==> src/logic/spdx_regs.svh <==
// Register indices, field positions and reset values of the receiver control block.
`ifndef SPDX_REGS_SVH
`define SPDX_REGS_SVH
// Register indices; the APB byte address is four times the index.
`define SPDX_IDX_RESTART   16'hf604
`define SPDX_IDX_LOSS      16'hf605
`define SPDX_IDX_RXSPD     16'hf606
`define SPDX_IDX_TXSPD     16'hf607
`define SPDX_IDX_AUXEN     16'hf608
// Field positions.
`define SPDX_CTL_BIT       0
`define SPDX_CLKSRC_BIT    4
`define SPDX_SEL_HI        3
`define SPDX_SEL_LO        0
`define SPDX_STRB_LO       0
// Reset values.
`define SPDX_RST_RESUME    1'b0
`define SPDX_RST_RXSPD     1'b1
`define SPDX_RST_TXSPD     1'b1
`define SPDX_RST_SEL       4'h0
`define SPDX_RST_CLKSRC    1'b0
`define SPDX_ZERO16        16'h0000
// Output port select codes.
`define SPDX_PORT_OFF      4'h0
`define SPDX_PORT0         4'h1
`define SPDX_PORT1         4'h2
`define SPDX_PORT2         4'h4
`define SPDX_PORT3         4'h8
// Eight-slot stream layout.
`define SPDX_PAD8          8'h00
`define SPDX_Z20           20'h00000
`define SPDX_Z22           22'h000000
`define SPDX_Z23           23'h000000
`define SPDX_Z32           32'h00000000
`define SPDX_FRAME_TOP     8'hff
`define SPDX_IDX_ONE       8'h01
`endif

==> src/logic/spdx_pkg.sv <==
// Types shared by the receiver control block and its slot serializer.
package spdx_pkg;
   typedef enum logic [1:0] {SPDX_ACQUIRE, SPDX_PLAY, SPDX_MUTED} spdx_lock_st_t;

   typedef struct packed {
      spdx_lock_st_t st;
      logic          auto_resume;
      logic          lock_lost_flag;
      logic          rx_clk_div_sel;
      logic          tx_clk_div_sel;
      logic [3:0]    aux_port_select;
      logic          aux_port_clk_source;
      logic          pready;
      logic [15:0]   prdata;
      logic          pslverr;
      logic          div_phase;
      logic          rx_tick;
      logic          tx_tick;
      logic          muted;
      logic [3:0]    serial_out;
      logic [3:0]    bclk_out;
      logic [3:0]    lrclk_out;
   } spdx_ctrl_t;

   typedef struct packed {
      logic          bclk_s1;
      logic          bclk_s2;
      logic          bclk_d;
      logic          lr_s1;
      logic          lr_s2;
      logic          lr_d;
      logic [7:0]    idx;
      logic [255:0]  frame;
      logic          sdata;
   } spdx_ser_t;
endpackage

==> src/logic/spdx_slot_ser.sv <==
// Eight-slot serializer clocked by a sampled external bit clock and frame clock.
`timescale 1ns/10ps
`include "spdx_regs.svh"

module spdx_slot_ser (
   input  wire logic         pclk,
   input  wire logic         presetn,
   input  wire logic         bclk_in,
   input  wire logic         lrclk_in,
   input  wire logic         enable,
   input  wire logic [255:0] frame_in,
   output logic              sdata,
   output logic              bclk_out,
   output logic              lrclk_out
);
   spdx_pkg::spdx_ser_t r;
   spdx_pkg::spdx_ser_t next_r;
   logic                bclk_fall;
   logic                frame_start;

   // Both clocks cross through two flops; only the second stage feeds edge detection.
   always_comb begin
      next_r = r;
      next_r.bclk_s1 = bclk_in;
      next_r.bclk_s2 = r.bclk_s1;
      next_r.bclk_d = r.bclk_s2;
      next_r.lr_s1 = lrclk_in;
      next_r.lr_s2 = r.lr_s1;
      bclk_fall = r.bclk_d & ~r.bclk_s2;
      frame_start = r.lr_s2 & ~r.lr_d;
      // Data changes on the falling bit clock so the far end samples it on the rising one.
      if (bclk_fall) begin
         next_r.lr_d = r.lr_s2;
         if (frame_start) begin
            next_r.frame = frame_in; // Frame content is frozen for the whole frame.
            next_r.idx = `SPDX_IDX_ONE;
            next_r.sdata = enable & frame_in[`SPDX_FRAME_TOP];
         end else begin
            next_r.sdata = enable & r.frame[`SPDX_FRAME_TOP - r.idx]; // Most significant first.
            next_r.idx = r.idx + `SPDX_IDX_ONE;
         end
      end
   end

   // State register.
   always_ff @(posedge pclk or negedge presetn) begin
      if (!presetn) begin
         r <= '0;
      end else begin
         r <= next_r;
      end
   end

   assign sdata = r.sdata;
   assign bclk_out = r.bclk_s2;
   assign lrclk_out = r.lr_s2;

   property p_ser_first;
      @(posedge pclk) disable iff (!presetn)
      (bclk_fall && frame_start) |=> (sdata == $past(enable & frame_in[255]) && r.idx == 8'h01);
   endproperty
   a_ser_first: assert property (p_ser_first) else $error("First stream bit is not frame bit 255.");

   property p_ser_hold;
      @(posedge pclk) disable iff (!presetn)
      !bclk_fall |=> $stable(sdata) && $stable(r.idx);
   endproperty
   a_ser_hold: assert property (p_ser_hold) else $error("Stream bit moved without a bit clock fall.");
endmodule // spdx_slot_ser

==> src/logic/spdx_rx_ctrl.sv <==
// Receiver lock, mute and resume control, clock speed selects and auxiliary stream output.
//
// The APB slave port was chosen for this implementation.
`timescale 1ns/10ps
`include "spdx_regs.svh"

// Behaviour
// Lock_lost_flag mutes audio at once.
// Auto-resume set: relock resumes audio itself.
// Otherwise software restarts with 0, 1, 0.
// Writing auto-resume one clears loss flag.
// Loss after lock sets flag, sticky.
// Loss flag read-only, resets to zero.
// Software may clear auto-resume afterwards.
// Receiver clock select: 0 full, 1 half.
// Transmitter clock select: 0 full, 1 half.
// Enabled output carries eight-slot stream.
// Slot 0: left audio, eight zeros.
// Slot 1: zeros, left aux bits, zeros.
// Slot 2: zeros, compression, audio type, zeros.
// Slots 3 and 6 all zero.
// Slot 4: right audio, eight zeros.
// Slot 5: zeros, right aux bits, zeros.
// Slot 7: zeros, block start, zeros.
// One-hot select picks port; zero disables.
// Selected port is clock master, source selectable.
// Slot bits leave most significant first.
module spdx_rx_ctrl (
   input  wire logic        pclk,
   input  wire logic        presetn,
   input  wire logic        psel,
   input  wire logic        penable,
   input  wire logic        pwrite,
   input  wire logic [17:0] paddr,
   input  wire logic [31:0] pwdata,
   input  wire logic [3:0]  pstrb,
   output logic             pready,
   output logic [31:0]      prdata,
   output logic             pslverr,
   input  wire logic        rx_locked,
   input  wire logic [23:0] audio_left,
   input  wire logic [23:0] audio_right,
   input  wire logic [3:0]  aux_left,
   input  wire logic [3:0]  aux_right,
   input  wire logic        compr_type,
   input  wire logic        audio_type,
   input  wire logic        block_start,
   input  wire logic        rx_bclk,
   input  wire logic        rx_lrclk,
   input  wire logic        gen3_bclk,
   input  wire logic        gen3_lrclk,
   output logic             audio_muted,
   output logic             rx_mclk_tick,
   output logic             tx_mclk_tick,
   output logic [3:0]       serial_out_pin,
   output logic [3:0]       port_bclk,
   output logic [3:0]       port_lrclk
);
   spdx_pkg::spdx_ctrl_t r;
   spdx_pkg::spdx_ctrl_t next_r;
   logic [15:0]  reg_idx;
   logic         access;
   logic         wr_done;
   logic         wr_ok;
   logic         hit;
   logic [15:0]  rd_val;
   logic         loss_event;
   logic         clear_flag;
   logic         manual_restart;
   logic         sel_legal;
   logic         ser_en;
   logic [23:0]  left_gated;
   logic [23:0]  right_gated;
   logic [255:0] frame;
   logic         bclk_pick;
   logic         lrclk_pick;
   logic         ser_sdata;
   logic         ser_bclk;
   logic         ser_lrclk;

   // APB decode; the access phase always takes one wait state before pready.
   assign reg_idx = paddr[17:2];
   assign access = psel & penable;
   assign wr_done = access & pwrite & r.pready;
   assign wr_ok = wr_done & pstrb[`SPDX_STRB_LO];

   // Reserved bits read as zero; an unmapped index answers with pslverr.
   always_comb begin
      hit = 1'b1;
      rd_val = `SPDX_ZERO16;
      unique case (reg_idx)
         `SPDX_IDX_RESTART: rd_val[`SPDX_CTL_BIT] = r.auto_resume;
         `SPDX_IDX_LOSS:    rd_val[`SPDX_CTL_BIT] = r.lock_lost_flag;
         `SPDX_IDX_RXSPD:   rd_val[`SPDX_CTL_BIT] = r.rx_clk_div_sel;
         `SPDX_IDX_TXSPD:   rd_val[`SPDX_CTL_BIT] = r.tx_clk_div_sel;
         `SPDX_IDX_AUXEN: begin
            rd_val[`SPDX_SEL_HI:`SPDX_SEL_LO] = r.aux_port_select;
            rd_val[`SPDX_CLKSRC_BIT] = r.aux_port_clk_source;
         end
         default:           hit = 1'b0;
      endcase
   end

   // Lock events: a loss only counts once lock had been acquired and audio was playing.
   assign loss_event = (r.st == spdx_pkg::SPDX_PLAY) & ~rx_locked;
   assign clear_flag = wr_ok & (reg_idx == `SPDX_IDX_RESTART) & pwdata[`SPDX_CTL_BIT];
   // Returning the bit from one to zero is the manual restart stroke.
   assign manual_restart = wr_ok & (reg_idx == `SPDX_IDX_RESTART) & r.auto_resume
                         & ~pwdata[`SPDX_CTL_BIT];

   // Only the four one-hot codes drive a port; anything else is treated as off.
   assign sel_legal = (r.aux_port_select == `SPDX_PORT0) | (r.aux_port_select == `SPDX_PORT1)
                    | (r.aux_port_select == `SPDX_PORT2) | (r.aux_port_select == `SPDX_PORT3);
   assign ser_en = sel_legal;

   // Muted audio still lets the auxiliary bits through, so status stays visible downstream.
   assign left_gated = r.muted ? '0 : audio_left;
   assign right_gated = r.muted ? '0 : audio_right;
   assign frame = {left_gated, `SPDX_PAD8,
                   `SPDX_Z20, aux_left, `SPDX_PAD8,
                   `SPDX_Z22, compr_type, audio_type, `SPDX_PAD8,
                   `SPDX_Z32,
                   right_gated, `SPDX_PAD8,
                   `SPDX_Z20, aux_right, `SPDX_PAD8,
                   `SPDX_Z32,
                   `SPDX_Z23, block_start, `SPDX_PAD8};

   // Clock source for the master port; the mux sits ahead of the synchroniser.
   assign bclk_pick = r.aux_port_clk_source ? gen3_bclk : rx_bclk;
   assign lrclk_pick = r.aux_port_clk_source ? gen3_lrclk : rx_lrclk;

   spdx_slot_ser u_ser (
      .pclk     (pclk),
      .presetn  (presetn),
      .bclk_in  (bclk_pick),
      .lrclk_in (lrclk_pick),
      .enable   (ser_en),
      .frame_in (frame),
      .sdata    (ser_sdata),
      .bclk_out (ser_bclk),
      .lrclk_out(ser_lrclk)
   );

   // Next-state logic for every register of the block.
   always_comb begin
      next_r = r;
      // Bus answer.
      next_r.pready = access & ~r.pready;
      if (access & ~r.pready) begin
         next_r.prdata = (pwrite | ~hit) ? `SPDX_ZERO16 : rd_val;
         next_r.pslverr = ~hit;
      end
      // Register writes take effect at the completing edge.
      if (wr_ok) begin
         unique case (reg_idx)
            `SPDX_IDX_RESTART: next_r.auto_resume = pwdata[`SPDX_CTL_BIT];
            `SPDX_IDX_RXSPD:   next_r.rx_clk_div_sel = pwdata[`SPDX_CTL_BIT];
            `SPDX_IDX_TXSPD:   next_r.tx_clk_div_sel = pwdata[`SPDX_CTL_BIT];
            `SPDX_IDX_AUXEN: begin
               next_r.aux_port_select = pwdata[`SPDX_SEL_HI:`SPDX_SEL_LO];
               next_r.aux_port_clk_source = pwdata[`SPDX_CLKSRC_BIT];
            end
            default:           next_r.auto_resume = r.auto_resume;
         endcase
      end
      // Sticky flag: a loss in the same cycle as the clearing write wins.
      if (loss_event) begin
         next_r.lock_lost_flag = 1'b1;
      end else if (clear_flag) begin
         next_r.lock_lost_flag = 1'b0;
      end
      // Lock state machine.
      unique case (r.st)
         spdx_pkg::SPDX_ACQUIRE: begin
            if (rx_locked) begin
               next_r.st = spdx_pkg::SPDX_PLAY;
            end
         end
         spdx_pkg::SPDX_PLAY: begin
            if (!rx_locked) begin
               next_r.st = spdx_pkg::SPDX_MUTED;
            end
         end
         spdx_pkg::SPDX_MUTED: begin
            if (rx_locked & r.auto_resume) begin
               next_r.st = spdx_pkg::SPDX_PLAY;
            end else if (manual_restart) begin
               next_r.st = spdx_pkg::SPDX_ACQUIRE;
            end
         end
      endcase
      next_r.muted = (next_r.st != spdx_pkg::SPDX_PLAY);
      // Speed ticks: every cycle at full rate, every other cycle at half rate.
      next_r.div_phase = ~r.div_phase;
      next_r.rx_tick = r.rx_clk_div_sel ? r.div_phase : 1'b1;
      next_r.tx_tick = r.tx_clk_div_sel ? r.div_phase : 1'b1;
      // Port outputs; unselected ports hold low.
      for (int i = 0; i < 4; i++) begin
         next_r.serial_out[i] = sel_legal & r.aux_port_select[i] & ser_sdata;
         next_r.bclk_out[i] = sel_legal & r.aux_port_select[i] & ser_bclk;
         next_r.lrclk_out[i] = sel_legal & r.aux_port_select[i] & ser_lrclk;
      end
   end

   // State register.
   always_ff @(posedge pclk or negedge presetn) begin
      if (!presetn) begin
         r <= '0;
         r.st <= spdx_pkg::SPDX_ACQUIRE;
         r.auto_resume <= `SPDX_RST_RESUME;
         r.rx_clk_div_sel <= `SPDX_RST_RXSPD;
         r.tx_clk_div_sel <= `SPDX_RST_TXSPD;
         r.aux_port_select <= `SPDX_RST_SEL;
         r.aux_port_clk_source <= `SPDX_RST_CLKSRC;
         r.muted <= 1'b1;
      end else begin
         r <= next_r;
      end
   end

   assign pready = r.pready;
   assign prdata = {`SPDX_ZERO16, r.prdata};
   assign pslverr = r.pslverr;
   assign audio_muted = r.muted;
   assign rx_mclk_tick = r.rx_tick;
   assign tx_mclk_tick = r.tx_tick;
   assign serial_out_pin = r.serial_out;
   assign port_bclk = r.bclk_out;
   assign port_lrclk = r.lrclk_out;

   property p_mute_on_loss;
      @(posedge pclk) disable iff (!presetn)
      (r.st == spdx_pkg::SPDX_PLAY && !rx_locked) |=> (audio_muted && r.st == spdx_pkg::SPDX_MUTED);
   endproperty
   a_mute_on_loss: assert property (p_mute_on_loss) else $error("Lock loss did not mute.");

   property p_auto_resume;
      @(posedge pclk) disable iff (!presetn)
      (r.st == spdx_pkg::SPDX_MUTED && rx_locked && r.auto_resume) |=> !audio_muted;
   endproperty
   a_auto_resume: assert property (p_auto_resume) else $error("Relock with auto-resume stayed muted.");

   property p_stay_muted;
      @(posedge pclk) disable iff (!presetn)
      (r.st == spdx_pkg::SPDX_MUTED && !r.auto_resume) |=> audio_muted;
   endproperty
   a_stay_muted: assert property (p_stay_muted) else $error("Resumed without auto-resume or restart.");

   property p_flag_clear;
      @(posedge pclk) disable iff (!presetn)
      (clear_flag && !loss_event) |=> !r.lock_lost_flag;
   endproperty
   a_flag_clear: assert property (p_flag_clear) else $error("Auto-resume write left loss flag set.");

   property p_flag_sticky;
      @(posedge pclk) disable iff (!presetn)
      (r.lock_lost_flag && !clear_flag) |=> r.lock_lost_flag;
   endproperty
   a_flag_sticky: assert property (p_flag_sticky) else $error("Loss flag dropped without clearing write.");

   property p_flag_read;
      @(posedge pclk) disable iff (!presetn)
      (access && !pwrite && pready && reg_idx == `SPDX_IDX_LOSS) |-> prdata == {31'h0, $past(r.lock_lost_flag)};
   endproperty
   a_flag_read: assert property (p_flag_read) else $error("Loss flag read value wrong.");

   property p_rx_full;
      @(posedge pclk) disable iff (!presetn)
      !r.rx_clk_div_sel |=> rx_mclk_tick;
   endproperty
   a_rx_full: assert property (p_rx_full) else $error("Receiver full-rate tick missing.");

   property p_tx_half;
      @(posedge pclk) disable iff (!presetn)
      (r.tx_clk_div_sel && $past(r.tx_clk_div_sel) && tx_mclk_tick) |=> !tx_mclk_tick;
   endproperty
   a_tx_half: assert property (p_tx_half) else $error("Transmitter half-rate tick not alternating.");

   property p_port_off;
      @(posedge pclk) disable iff (!presetn)
      (r.aux_port_select == 4'h0) |=> (serial_out_pin == 4'h0 && port_bclk == 4'h0);
   endproperty
   a_port_off: assert property (p_port_off) else $error("Disabled output still active.");

   property p_port_route;
      @(posedge pclk) disable iff (!presetn)
      sel_legal |=> serial_out_pin == ($past(r.aux_port_select) & {4{$past(ser_sdata)}});
   endproperty
   a_port_route: assert property (p_port_route) else $error("Stream not on selected port.");
endmodule // spdx_rx_ctrl

==> config.mk <==
export PLATFORM = sky130hd
export DESIGN_NAME = spdx_rx_ctrl
export DESIGN_NICKNAME = d
export VERILOG_FILES = /design/src/logic/spdx_pkg.sv /design/src/logic/spdx_slot_ser.sv /design/src/logic/spdx_rx_ctrl.sv
export VERILOG_INCLUDE_DIRS = /design/src /design/src/logic
export SDC_FILE = /design/constraint.sdc
export NUM_CORES = 1
export LEC_CHECK = 0
export ABC_AREA = 1
export BUFFER_PORTS_ARGS = -buffer_cell sky130_fd_sc_hd__buf_2
export CAP_MARGIN = 20
export CORE_ASPECT_RATIO = 1.75
export CORE_UTILIZATION = 38
export DETAILED_ROUTE_END_ITERATION = 8
export GPL_TIMING_DRIVEN = 0
export PLACE_DENSITY = 0.73
export SYNTH_ARGS = -nofsm -noshare
export SYNTH_HDL_FRONTEND = slang
export SYNTH_SLANG_ARGS = --single-unit
==> constraint.sdc <==
create_clock -name pclk -period 3.45 [get_ports pclk]
set_input_delay 0.69 -clock pclk [delete_from_list [all_inputs] [get_ports pclk]]
set_output_delay 0.69 -clock pclk [all_outputs]
set_load 0.005 [all_outputs]
# After elaboration in Yosys (flattened, before gate mapping)
# Index checks and enable logic that the tools add are counted.
# Widths: inputs -> output; s select.
# totals
reg_bits	119
# op_classes
order_cmp	1
eq_ne	12
mux	21
add_sub_neg	2
n_reduce_logical	8
bitwise_logic	42
# op_table
operator	count
$eq 16x16->1 const B	5
$mux 24	2
$and 1x1->1	31
$reduce_and 2->1	5
$lt 8x9->1 const B	1
$mux 1	9
$add 8x1->8 const B	1
$bmux 1 s8	1
$mux 2	4
$mux 8	1
$sub 8x8->8 const A	1
$not 1->1	7
$pmux 2 s3	1
$mux 5	1
$pmux 1 s5	1
$reduce_or 5->1	1
$eq 4x1->1 const B	1
$eq 4x2->1 const B	1
$eq 4x3->1 const B	1
$eq 4x4->1 const B	1
$mux 4	1
$or 1x1->1	4
$eq 2x1->1 const B	1
$eq 2x2->1 const B	1
3 further kinds	3

# Logic depth before layout (Yosys ltp)
# Gate-level depths: netlist (run 1).
# logic_depth
word_depth	11
mapped_depth	14
depth_no_buf	13

# Hierarchy
# A second synthesis (run 1) with hierarchy kept.
# hier_totals
hier_cells	2052
hier_area_um2	15110.7
# modules_own_cells
mod	seq_area_each_um2	area_each_um2	cells_per_inst	n_inst
spdx_slot_ser	6781.5	12769.7	1703	1
spdx_rx_ctrl	854.6	2341.0	349	1

# Least setup slack after synthesis (run 1)
# Ideal clock, no wire load.
# synth_timing
kind	input -> register
from	in paddr[5]
to	reg r[34] (netlist name)
stages	7
slack_ns	1.553
setup_ns	0.125
arrival_ns	1.772
path_cell_list	inv_1 or2_0 nor3_2 nand2_2 or2_1 buf_6 mux2_4
# synth_between
elab_chain_cells	2
# synth_lines
element	line_no	text
start: declaration	spdx_rx_ctrl.sv:34	input wire logic [17:0] paddr,
$eq 16x16->1	spdx_rx_ctrl.sv:155	unique case (reg_idx)
$reduce_and 2->1 (no source line)	--	
end signal: assignment	spdx_rx_ctrl.sv:217	r <= next_r;
end: declaration	spdx_rx_ctrl.sv:59	spdx_pkg::spdx_ctrl_t r;
# Every way passes these cells.
# A chain may end at the register's enable or synchronous reset.

# Final worst setup path (run 1)
# layout_timing
from	reg u_ser.r, in the netlist u_ser.bclk_out
to	reg u_ser.r[262] (netlist name)
# layout_between
elab_chain_cells	2
# layout_lines
element	line_no	text
start: declaration	spdx_slot_ser.sv:16	spdx_pkg::spdx_ser_t r;
start signal: assignment	spdx_slot_ser.sv:50	r <= next_r;
$not 1->1	spdx_slot_ser.sv:29	bclk_fall = r.bclk_d & ~r.bclk_s2;
$and 1x1->1	spdx_slot_ser.sv:29	
# Every way passes these cells.

==> results.md, run 1 <==
- Run status: finished clean
- CTS H-tree depth: 3
- Worst-Margin Slew: 0.584 ns
- GR Overflow Total: 0
- Synth top area share: 48.1%
- DIE HEIGHT: 161 um
- Register-to-Register Setup Slack: 1.42 ns
- Met3 WL: 634 um
- RSZ-0062 raised after global routing: no
- Placer Congestion: 0.881
- Syn Area/Cell: 7.82 um2
- Post-Route WL: 13500 um
- I/O pins: 172
- Final clock skew: 0.0152 ns
- Layout cell share with drive strength beyond 1: 24.0%
- Die footprint: 14900 um2
- Initial antenna violation count: 1
- Seq/Total Area, Yosys: 49.5%
- Setup TNS Final: 0 ns
- Total of max-cap violations: 0
- Post-DP HPWL: 10300 um
- Routed WL per cell: 13.1 um
- Layout Nets: 975
- CTS sink count: 108
- Commonest non-fill, non-tap cell in the layout: nand2_1
- Std cell rows: 57
- Static Leak: 3.65 nW
- F_max: 493 MHz
- Setup repair bufs after CTS: 0
- #FFs+latches synth: 108
- Final setup fails: 0
- Fin cells: 1031
- Core area: 14000 um2
- CTS Buf Count: 9
- CTS tree: done
- HP Class: input pin to asynchronous set/reset pin
- Worst skew pair latency: 0.36 ns
- Fin crit share: 58.8%
- Most frequent cells in the layout: 231 x nand2_1, 122 x buf_2, 105 x dfrtp_1
- Req. time, crit path: 3.69 ns
- Detailed-router iteration count before antenna repair: 4
- PD cells: 543 nW/um2
- FF-to-FF path depth: 7
- Die Wd: 92.6 um
- Placed Cells: 1015
- Clock slew at reported path FFs: 0.09 ns
- Min Tclk post-route: 2.03 ns
- Starting Density: 39.1%
- Data arrival time of the worst path: 2.27 ns
- Met1 wire length: 5080 um
- Cts repair resizes: 0
- Iteration-0 DRC Markers: 278
- Peak supply drop: 0.237 mV
- Synth area leader: dfrtp_1
- CP max FO: 10
- Post-synthesis instance area: 5460 um2
- Syn Inst Count: 699
- Final Hold Viols: 0
- I/O Buffers: 112
- Via Count: 4800
- Setup CP Type: flip-flop to flip-flop
- Largest net degree at the start of global routing: 66
- First-pass GRT wire length: 22100 um
- Vias in the first global route: 4747
- Longest Clk Path Bufs: 2
- Met2 wire len: 7410 um
- DRC viols: 0
- Worst slew margin relative to its limit: 61.1%
- Vias/cell: 4.66
- Area growth syn-to-layout: 22.7%
- Crit path launch type: flip-flop
- Warnings, synthesis: 0
- Max Slew Vio Count: 0
- Hold Buf Count CTS: 0
- Total GRT Usage: 19.1%
- Top cells by area, synth: dfrtp_1 48%, nand2_1 16%, nand3_1 9.5%, buf_4 6.0%, inv_1 3.8%
- N_diodes: 0
- Remaining antenna violation count: 0
- Synth unique cells: 32
- Max layer used: met5
- Nature of the critical path endpoint: flip-flop
- Root Driver: clkbuf_16
==> stage by stage <==
step                      utilization [%]  cell area (um2)  hold slack, ns  power, W  setup WS [ns]
after floorplan                         -             5560           0.331   0.00225           1.55
after global placement               45.4             6340           0.336   0.00255          0.464
after detailed placement             45.6             6370           0.335   0.00258           1.38
after CTS                            47.9             6700           0.341   0.00367           1.40
after global routing                 47.9             6700           0.365   0.00388           1.23
final                                47.9             6700           0.318   0.00364           1.42
==> cell usage after synthesis, drive strengths merged <==
cell,n
a21oi,10
buf,56
clkbuf,17
conb,1
dfrtp,105
dfstp,3
ha,3
inv,58
mux2,6
nand2,232
nand3,105
nand4,4
nor2,46
nor3,9
nor3b,1
nor4,2
o211ai,1
o21ai,36
o221a,1
o31ai,1
or2,2
==> cell families (layout without fill, tap and decap cells) <==
logic type               after synthesis  in the layout  synth area share (%)
other                                  1             27                0.0686
AO/OA/AOI/OAI                         49             49                  4.70
AND/OR/NAND/NOR                      401            401                  31.1
multiplexers                           6              6                  1.51
flip-flops                           108            108                  49.5
adder cells (fa/ha/maj)                3              3                 0.687
buffers and inverters                131            260                  12.4
==> power breakdown <==
group | internal, W | total [W] | switching, W
sequential | 0.00149 | 0.00161 | 0.000122
combinational | 0.000336 | 0.000941 | 0.000604
clock | 0.000532 | 0.00109 | 0.000554
total | 0.00236 | 0.00364 | 0.00128
==> layer usage <==
layer  up-vias  GRT usage, %
met5         -             0
met4         2          8.11
met3        21          3.74
met2       118          35.7
met1      2210          20.5
li1       2449             -
==> state kept, by name, indices dropped and copies added (netlist names) <==
name,flops
u_ser.r,69
r,12
prdata,5
port_bclk,4
port_lrclk,4
serial_out_pin,4
u_ser.next_r,2
audio_muted,1
pready,1
pslverr,1
rx_mclk_tick,1
tx_mclk_tick,1
u_ser.bclk_out,1
u_ser.lrclk_out,1
u_ser.sdata,1
==> critical path: stages, from the launching register on <==
cell and delay (ns):
dfrtp_1 0.39, inv_1 0.14, nand2_1 0.24, nor2_2 0.49, inv_2 0.17, clkbuf_1 0.29
o21ai_0 0.14, a21oi_1 0.06
==> area by class of cell <==
class,instances,area (um2)
fill,1465,7280
multi-input combinational,486,2170
tap,177,221
clock inverter,7,104
timing repair buffer,113,591
inverter,58,218
clock buffer,9,225
sequential,108,2710
buffer,73,462
==> worst paths after layout <==
kind,to,startpoint
setup / recovery,u_ser.r[262]$_DFFE_PN0P_,u_ser.bclk_out$_DFF_PN0_
hold / removal,port_lrclk[1]$_DFF_PN0_,presetn
setup reg to reg,u_ser.r[262]$_DFFE_PN0P_,u_ser.bclk_out$_DFF_PN0_
hold reg to reg,u_ser.lrclk_out$_DFF_PN0_,u_ser.next_r[266]$_DFF_PN0_
max in group asynchronous,u_ser.r[242]$_DFFE_PN0P_,presetn
min in group pclk,u_ser.lrclk_out$_DFF_PN0_,u_ser.next_r[266]$_DFF_PN0_
(Power assumes the default switching activity.)
==> inputs of run 2 (changes only) <==
==> constraint.sdc (replaced) <==
create_clock -name pclk -period 1.9 [get_ports pclk]
set_input_delay 0.38 -clock pclk [delete_from_list [all_inputs] [get_ports pclk]]
set_output_delay 0.38 -clock pclk [all_outputs]
set_load 0.005 [all_outputs]
==> results.md, run 2 (same netlist as run 1, synthesis figures left out) <==
- Run status: finished clean
- Worst slew margin relative to its limit: 61.1% (about the same)
- Largest net degree at the start of global routing: 66 (unchanged)
- Routed WL per cell: 13.0 um (about the same)
- I/O Buffers: 112 (unchanged)
- Setup CP Type: flip-flop to flip-flop
- Longest Clk Path Bufs: 2 (unchanged)
- Nature of the critical path endpoint: flip-flop
- Worst skew pair latency: 0.36 ns (about the same)
- Die Wd: 92.6 um (unchanged)
- Vias/cell: 4.65 (about the same)
- HP Class: input pin to asynchronous set/reset pin
- Post-Route WL: 13500 um (+0.11%)
- Post-DP HPWL: 10300 um (unchanged)
- Hold Buf Count CTS: 0 (unchanged)
- Iteration-0 DRC Markers: 232 (-17%)
- CTS sink count: 108 (unchanged)
- RSZ-0062 raised after global routing: yes
- Peak supply drop: 0.447 mV (+89%)
- Min Tclk post-route: 1.75 ns (-0.277 ns)
- Final setup fails: 0 (unchanged)
- Data arrival time of the worst path: 2.00 ns (-0.27 ns)
- Most flops, register: u_ser.r
- Placer Congestion: 0.881 (unchanged)
- Sw frac: 35.2% (about the same)
- Internal Pwr Total: 0.00430 W (+82%)
- Via Count: 4807 (+0.15%)
- Commonest non-fill, non-tap cell in the layout: nand2_1
- GR Overflow Total: 0 (unchanged)
- Total of max-cap violations: 0 (unchanged)
- Clock power share: 29.8% (about the same)
- Final Hold Viols: 0 (unchanged)
- Remaining antenna violation count: 0 (unchanged)
- Die footprint: 14900 um2 (unchanged)
- Pre-CTS setup slack: -0.141 ns (-1.52 ns)
- Fin crit share: 92.2% (+33 points)
- I/O pins: 172 (unchanged)
- DIE HEIGHT: 161 um (unchanged)
- Most frequent cells in the layout: 230 x nand2_1, 119 x buf_2, 104 x nand3_1, 104 x dfrtp_1, 54 x inv_1
- Post-route worst setup slack: 0.149 ns (-1.27 ns)
- Req. time, crit path: 2.15 ns (-1.54 ns)
- Core area: 14000 um2 (unchanged)
- Max Slew Vio Count: 0 (unchanged)
- Final clock skew: 0.0133 ns (-0.00190 ns)
- Std cell rows: 57 (unchanged)
- Clock slew at reported path FFs: 0.09 ns (about the same)
- Register share of total power: 44.2% (about the same)
- Static Leak: 3.68 nW (+1.0%)
- Area growth syn-to-layout: 23.6%
- Comb power frac: 26.0% (+0.2 points)
- Final hold slack: 0.00939 ns (-0.308 ns)
- Crit path launch type: flip-flop
- Worst-Margin Slew: 0.583 ns (-0.000606 ns)
- Vias in the first global route: 4743 (-0.084%)
- PD cells: 982 nW/um2 (+81%)
- First-pass GRT wire length: 22100 um (unchanged)
- NetSw: 0.00233 W (+82%)
- DRC viols: 0 (unchanged)
- F_max: 571 MHz (+16%)
- Pwr Total: 0.00663 W (+82%)
- CTS Buf Count: 9 (unchanged)
- N_diodes: 0 (unchanged)
- CTS H-tree depth: 3 (unchanged)
- Root Driver: clkbuf_16
- Initial antenna violation count: 1 (unchanged)
- CTS tree: done
- Detailed-router iteration count before antenna repair: 4 (unchanged)
- Max FFs per register: 69 (unchanged)
- Layout Nets: 977 (+0.21%)
- CP max FO: 10 (unchanged)
- Total GRT Usage: 19.1% (unchanged)
- Layout cell share with drive strength beyond 1: 25.2% (+1.2 points)
- Starting Density: 39.1% (unchanged)
## run 2: cell types whose count changed in the layout (fill, tap and decap cells not counted), sizes merged
| cell | before | now |
|---|---|---|
| buf | 169 | 172 |
| clkbuf | 26 | 25 |
## run 2: area by class of cell
type | instances | area [um2]
Fill cell | 1448 | 7220
Sequential cell | 108 | 2710
Multi-Input combinational cell | 486 | 2180
Timing Repair Buffer | 118 | 628
Buffer | 70 | 465
Clock buffer | 9 | 225
Tap cell | 177 | 221
Inverter | 58 | 220
Clock inverter | 7 | 104
## run 2: through the flow
step / setup TNS (ns) / cells / cell area, um2 / utilization (%)
detailed placement: -3.68 / 1015 / 6370 / 45.6
floorplan: 0 / 725 / 5560 / -
global route: -0.0160 / 1033 / 6750 / 48.3
finish: 0 / 1033 / 6750 / 48.3
CTS: 0 / 1030 / 6710 / 48.0
global placement: -85.02 / 1014 / 6340 / 45.4
## run 2: path summary, 6_finish.rpt
kind,startpoint,end,slack [ns],depth (start not counted)
max,u_ser.r[258]$_DFFE_PN0P_,u_ser.sdata$_DFFE_PN0P_,0.15,13
min,presetn,port_lrclk[1]$_DFF_PN0_,0.009,1
max reg2reg,u_ser.r[258]$_DFFE_PN0P_,u_ser.sdata$_DFFE_PN0P_,0.15,13
min reg2reg,u_ser.next_r[266]$_DFF_PN0_,u_ser.lrclk_out$_DFF_PN0_,0.35,0
max in group asynchronous,presetn,u_ser.r[119]$_DFFE_PN0P_,1.16,2
min in group pclk,aux_left[2],u_ser.r[203]$_DFFE_PN0P_,0.22,3
## run 2: worst max-delay path: stages (launching register included)
cell	delay [ns]
dfrtp_1	0.36
clkbuf_2	0.23
buf_2	0.30
nand3_1	0.11
nand3_1	0.11
nand3_1	0.08
nand2_1	0.07
inv_1	0.04
nand2_1	0.05
nand2_1	0.04
nand2_1	0.06
nand2_1	0.07
nand2_1	0.06
nand2_1	0.05
## run 2: power groups by stage
stage,sequential (W),clock (W),combinational (W)
floorplan,0.00290,0,0.00118
global placement,0.00296,0,0.00167
detailed placement,0.00297,0,0.00171
CTS,0.00293,0.00200,0.00173
global route,0.00298,0.00210,0.00198
finish,0.00293,0.00198,0.00172
## run 2: routing by layer
metal | routed length, um | global-route usage [%] | up-vias
li1 | - | - | 2457
met1 | 5190 | 20.5 | 2205
met2 | 7360 | 35.7 | 120
met3 | 588 | 3.74 | 23
met4 | 340 | 8.11 | 2
met5 | 10 | 0 | -
## run 2: repair_timing
item	CTS	global route
hold endpoints to repair	0	0
gates resized for setup	2	14
endpoints found under the setup margin	57	56
pin swaps	0	1
setup buffers	0	5
==> inputs of run 3 (changes only) <==
--- a/config.mk
+++ b/config.mk
@@ -9,11 +9,13 @@
 export ABC_AREA = 1
 export BUFFER_PORTS_ARGS = -buffer_cell sky130_fd_sc_hd__buf_2
 export CAP_MARGIN = 20
+export CELL_PAD_IN_SITES_DETAIL_PLACEMENT = 1
+export CELL_PAD_IN_SITES_GLOBAL_PLACEMENT = 2
 export CORE_ASPECT_RATIO = 1.75
-export CORE_UTILIZATION = 38
+export CORE_UTILIZATION = 28
 export DETAILED_ROUTE_END_ITERATION = 8
 export GPL_TIMING_DRIVEN = 0
-export PLACE_DENSITY = 0.73
+export PLACE_DENSITY = 0.9
 export SYNTH_ARGS = -nofsm -noshare
 export SYNTH_HDL_FRONTEND = slang
 export SYNTH_SLANG_ARGS = --single-unit
==> results.md, run 3 (same netlist as run 1, synthesis figures left out) <==
- Via Count: 4891 (+1.7%)
- Placer Congestion: 0.764 (-13%)
- Met2 wire len: 9050 um (+23%)
- Min Tclk post-route: 1.73 ns (-0.0235 ns)
- CP max FO: 10 (unchanged)
- Initial antenna violation count: 2 (+1)
- Die Wd: 108 um (+16%)
- Root Driver: clkbuf_16
- Commonest non-fill, non-tap cell in the layout: nand2_1
- Most flops, register: u_ser.r
- Static Leak: 3.69 nW (+0.15%)
- CTS Buf Count: 9 (unchanged)
- RSZ-0062 raised after global routing: no
- Worst skew pair latency: 0.36 ns (about the same)
- Longest Clk Path Bufs: 2 (unchanged)
- CTS H-tree depth: 3 (unchanged)
- Iteration-0 DRC Markers: 105 (-55%)
- Peak supply drop: 0.418 mV (-6.6%)
- Largest net degree at the start of global routing: 66 (unchanged)
- Req. time, crit path: 2.19 ns (+0.04 ns)
- Fin crit share: 90.9% (-1.2 points)
- Layout cell share with drive strength beyond 1: 25.4% (+0.17 points)
- Std cell rows: 67 (+18%)
- Vias/cell: 4.45 (-4.4%)
- Detailed-router iteration count before antenna repair: 4 (unchanged)
- Area growth syn-to-layout: 25.2%
- Data arrival time of the worst path: 2.02 ns (+0.02 ns)
- Remaining antenna violation count: 0 (unchanged)
- I/O Buffers: 112 (unchanged)
- Final clock skew: 0.00902 ns (-0.00427 ns)
- Met3 WL: 741 um (+26%)
- Total GRT Usage: 16.6% (-2.5 points)
- Met1 wire length: 5710 um (+10%)
- Layout Nets: 979 (+0.20%)
- Dpl cell area: 6460 um2 (+1.3%)
- CTS tree: done
- Vias in the first global route: 5169 (+9.0%)
- DRC viols: 0 (unchanged)
- I/O pins: 172 (unchanged)
- DIE HEIGHT: 187 um (+16%)
- Core area: 19100 um2 (+37%)
- Final instance area: 6840 um2 (+1.3%)
- Max layer used: met4
- CTS sink count: 108 (unchanged)
- Die footprint: 20100 um2 (+35%)
- Finished Core Util: 35.8% (-13 points)
- F_max: 579 MHz (+1.4%)
- Pre-CTS setup slack: -0.231 ns (-0.0904 ns)
- HP Class: input pin to flip-flop
- Crit path launch type: flip-flop
- Run status: finished clean
- GR Overflow Total: 0 (unchanged)
- Worst slew margin relative to its limit: 61.7% (+0.55 points)
- Nature of the critical path endpoint: flip-flop
- Post-Route WL: 15800 um (+17%)
- Final hold slack: 0.229 ns (+0.220 ns)
- Fillers: 2405 (+66%)
- Routed WL per cell: 14.4 um (+10%)
- Post-route worst setup slack: 0.172 ns (+0.0235 ns)
- Total of max-cap violations: 0 (unchanged)
- Final setup fails: 0 (unchanged)
- Clock slew at reported path FFs: 0.08 ns (about the same)
- Most frequent cells in the layout: 230 x nand2_1, 119 x buf_2, 104 x nand3_1, 104 x dfrtp_1, 54 x inv_1
- Starting Density: 28.6% (-10 points)
- Setup CP Type: flip-flop to flip-flop
- PD cells: 986 nW/um2 (+0.41%)
- Final Hold Viols: 0 (unchanged)
- Max FFs per register: 69 (unchanged)
- Worst-Margin Slew: 0.575 ns (-0.00828 ns)
- First-pass GRT wire length: 25700 um (+16%)
- Post-DP HPWL: 12400 um (+20%)
- Max Slew Vio Count: 0 (unchanged)
## run 3: cell types whose count changed in the layout (fill, tap and decap cells not counted), sizes merged
cell,previous run,this run
bufinv,0,1
clkinv,5,0
buf,172,171
clkinvlp,0,1
diode,0,1
inv,60,62
clkbuf,25,28
dlygate4sd3,0,1
## run 3: routing by layer
metal | up-vias | track usage, %
li1 | 2453 | -
met1 | 2305 | 17.0
met2 | 113 | 32.5
met5 | - | 0
met3 | 20 | 3.28
met4 | 0 | 5.22
## run 3: report_power, final
group	total, W	internal [W]	leakage [nW]	switching [W]
logic	0.00180	0.000643	2.14	0.00116
registers	0.00294	0.00271	1.39	0.000227
clock network	0.00201	0.00109	0.156	0.000917
## run 3: worst paths after layout
kind	startpoint	end	slack [ns]	cells after the start
worst max register to register	u_ser.r[258]$_DFFE_PN0P_	u_ser.sdata$_DFFE_PN0P_	0.17	12
worst max-delay path	u_ser.r[258]$_DFFE_PN0P_	u_ser.sdata$_DFFE_PN0P_	0.17	12
worst min-delay path	audio_type	u_ser.r[169]$_DFFE_PN0P_	0.23	3
worst min register to register	u_ser.next_r[269]$_DFF_PN0_	u_ser.bclk_out$_DFF_PN0_	0.35	0
max in group asynchronous	presetn	r[40]$_DFFE_PN1P_	0.66	3
min in group asynchronous	presetn	u_ser.r[107]$_DFFE_PN0P_	0.53	2
## run 3: per-stage QoR
stage               instances  power, W  TNS (ns)
global placement         1078   0.00471   -102.54
CTS                      1100   0.00685         0
floorplan                 725   0.00409         0
detailed placement       1079   0.00477    -10.02
finish                   1100   0.00674         0
global route             1100   0.00722         0
## run 3: what timing repair did
item,CTS,global route
endpoints found under the setup margin,63,17
endpoints found under the hold margin,43,0
pin swaps,1,0
setup buffers,4,0
gates cloned,0,0
hold buffers,1,0
resized for setup,4,17
## run 3: worst max-delay path: stages (launching register included)
cell and delay [ns]:
dfrtp_1 0.35, buf_2 0.22, clkinvlp_4 0.13, buf_4 0.19, nand3_1 0.10, nand3_1 0.13, nand3_1 0.11, nand2_1 0.05
nor2_1 0.16, nor2_1 0.06, nand2_1 0.06, nand2_1 0.05, nand2_1 0.05
## run 3: cell type report
class                           instances  area, um2  share of cell area (%)
Sequential cell                       108       2710                    39.6
Multi-Input combinational cell        486       2180                    31.9
Timing Repair Buffer                  118        634                    9.27
Buffer                                 72        475                    6.95
Tap cell                              241        302                    4.41
Clock buffer                           10        239                    3.49
Inverter                               58        221                    3.24
Clock inverter                          6       76.3                    1.12
Antenna cell                            1       2.50                  0.0366
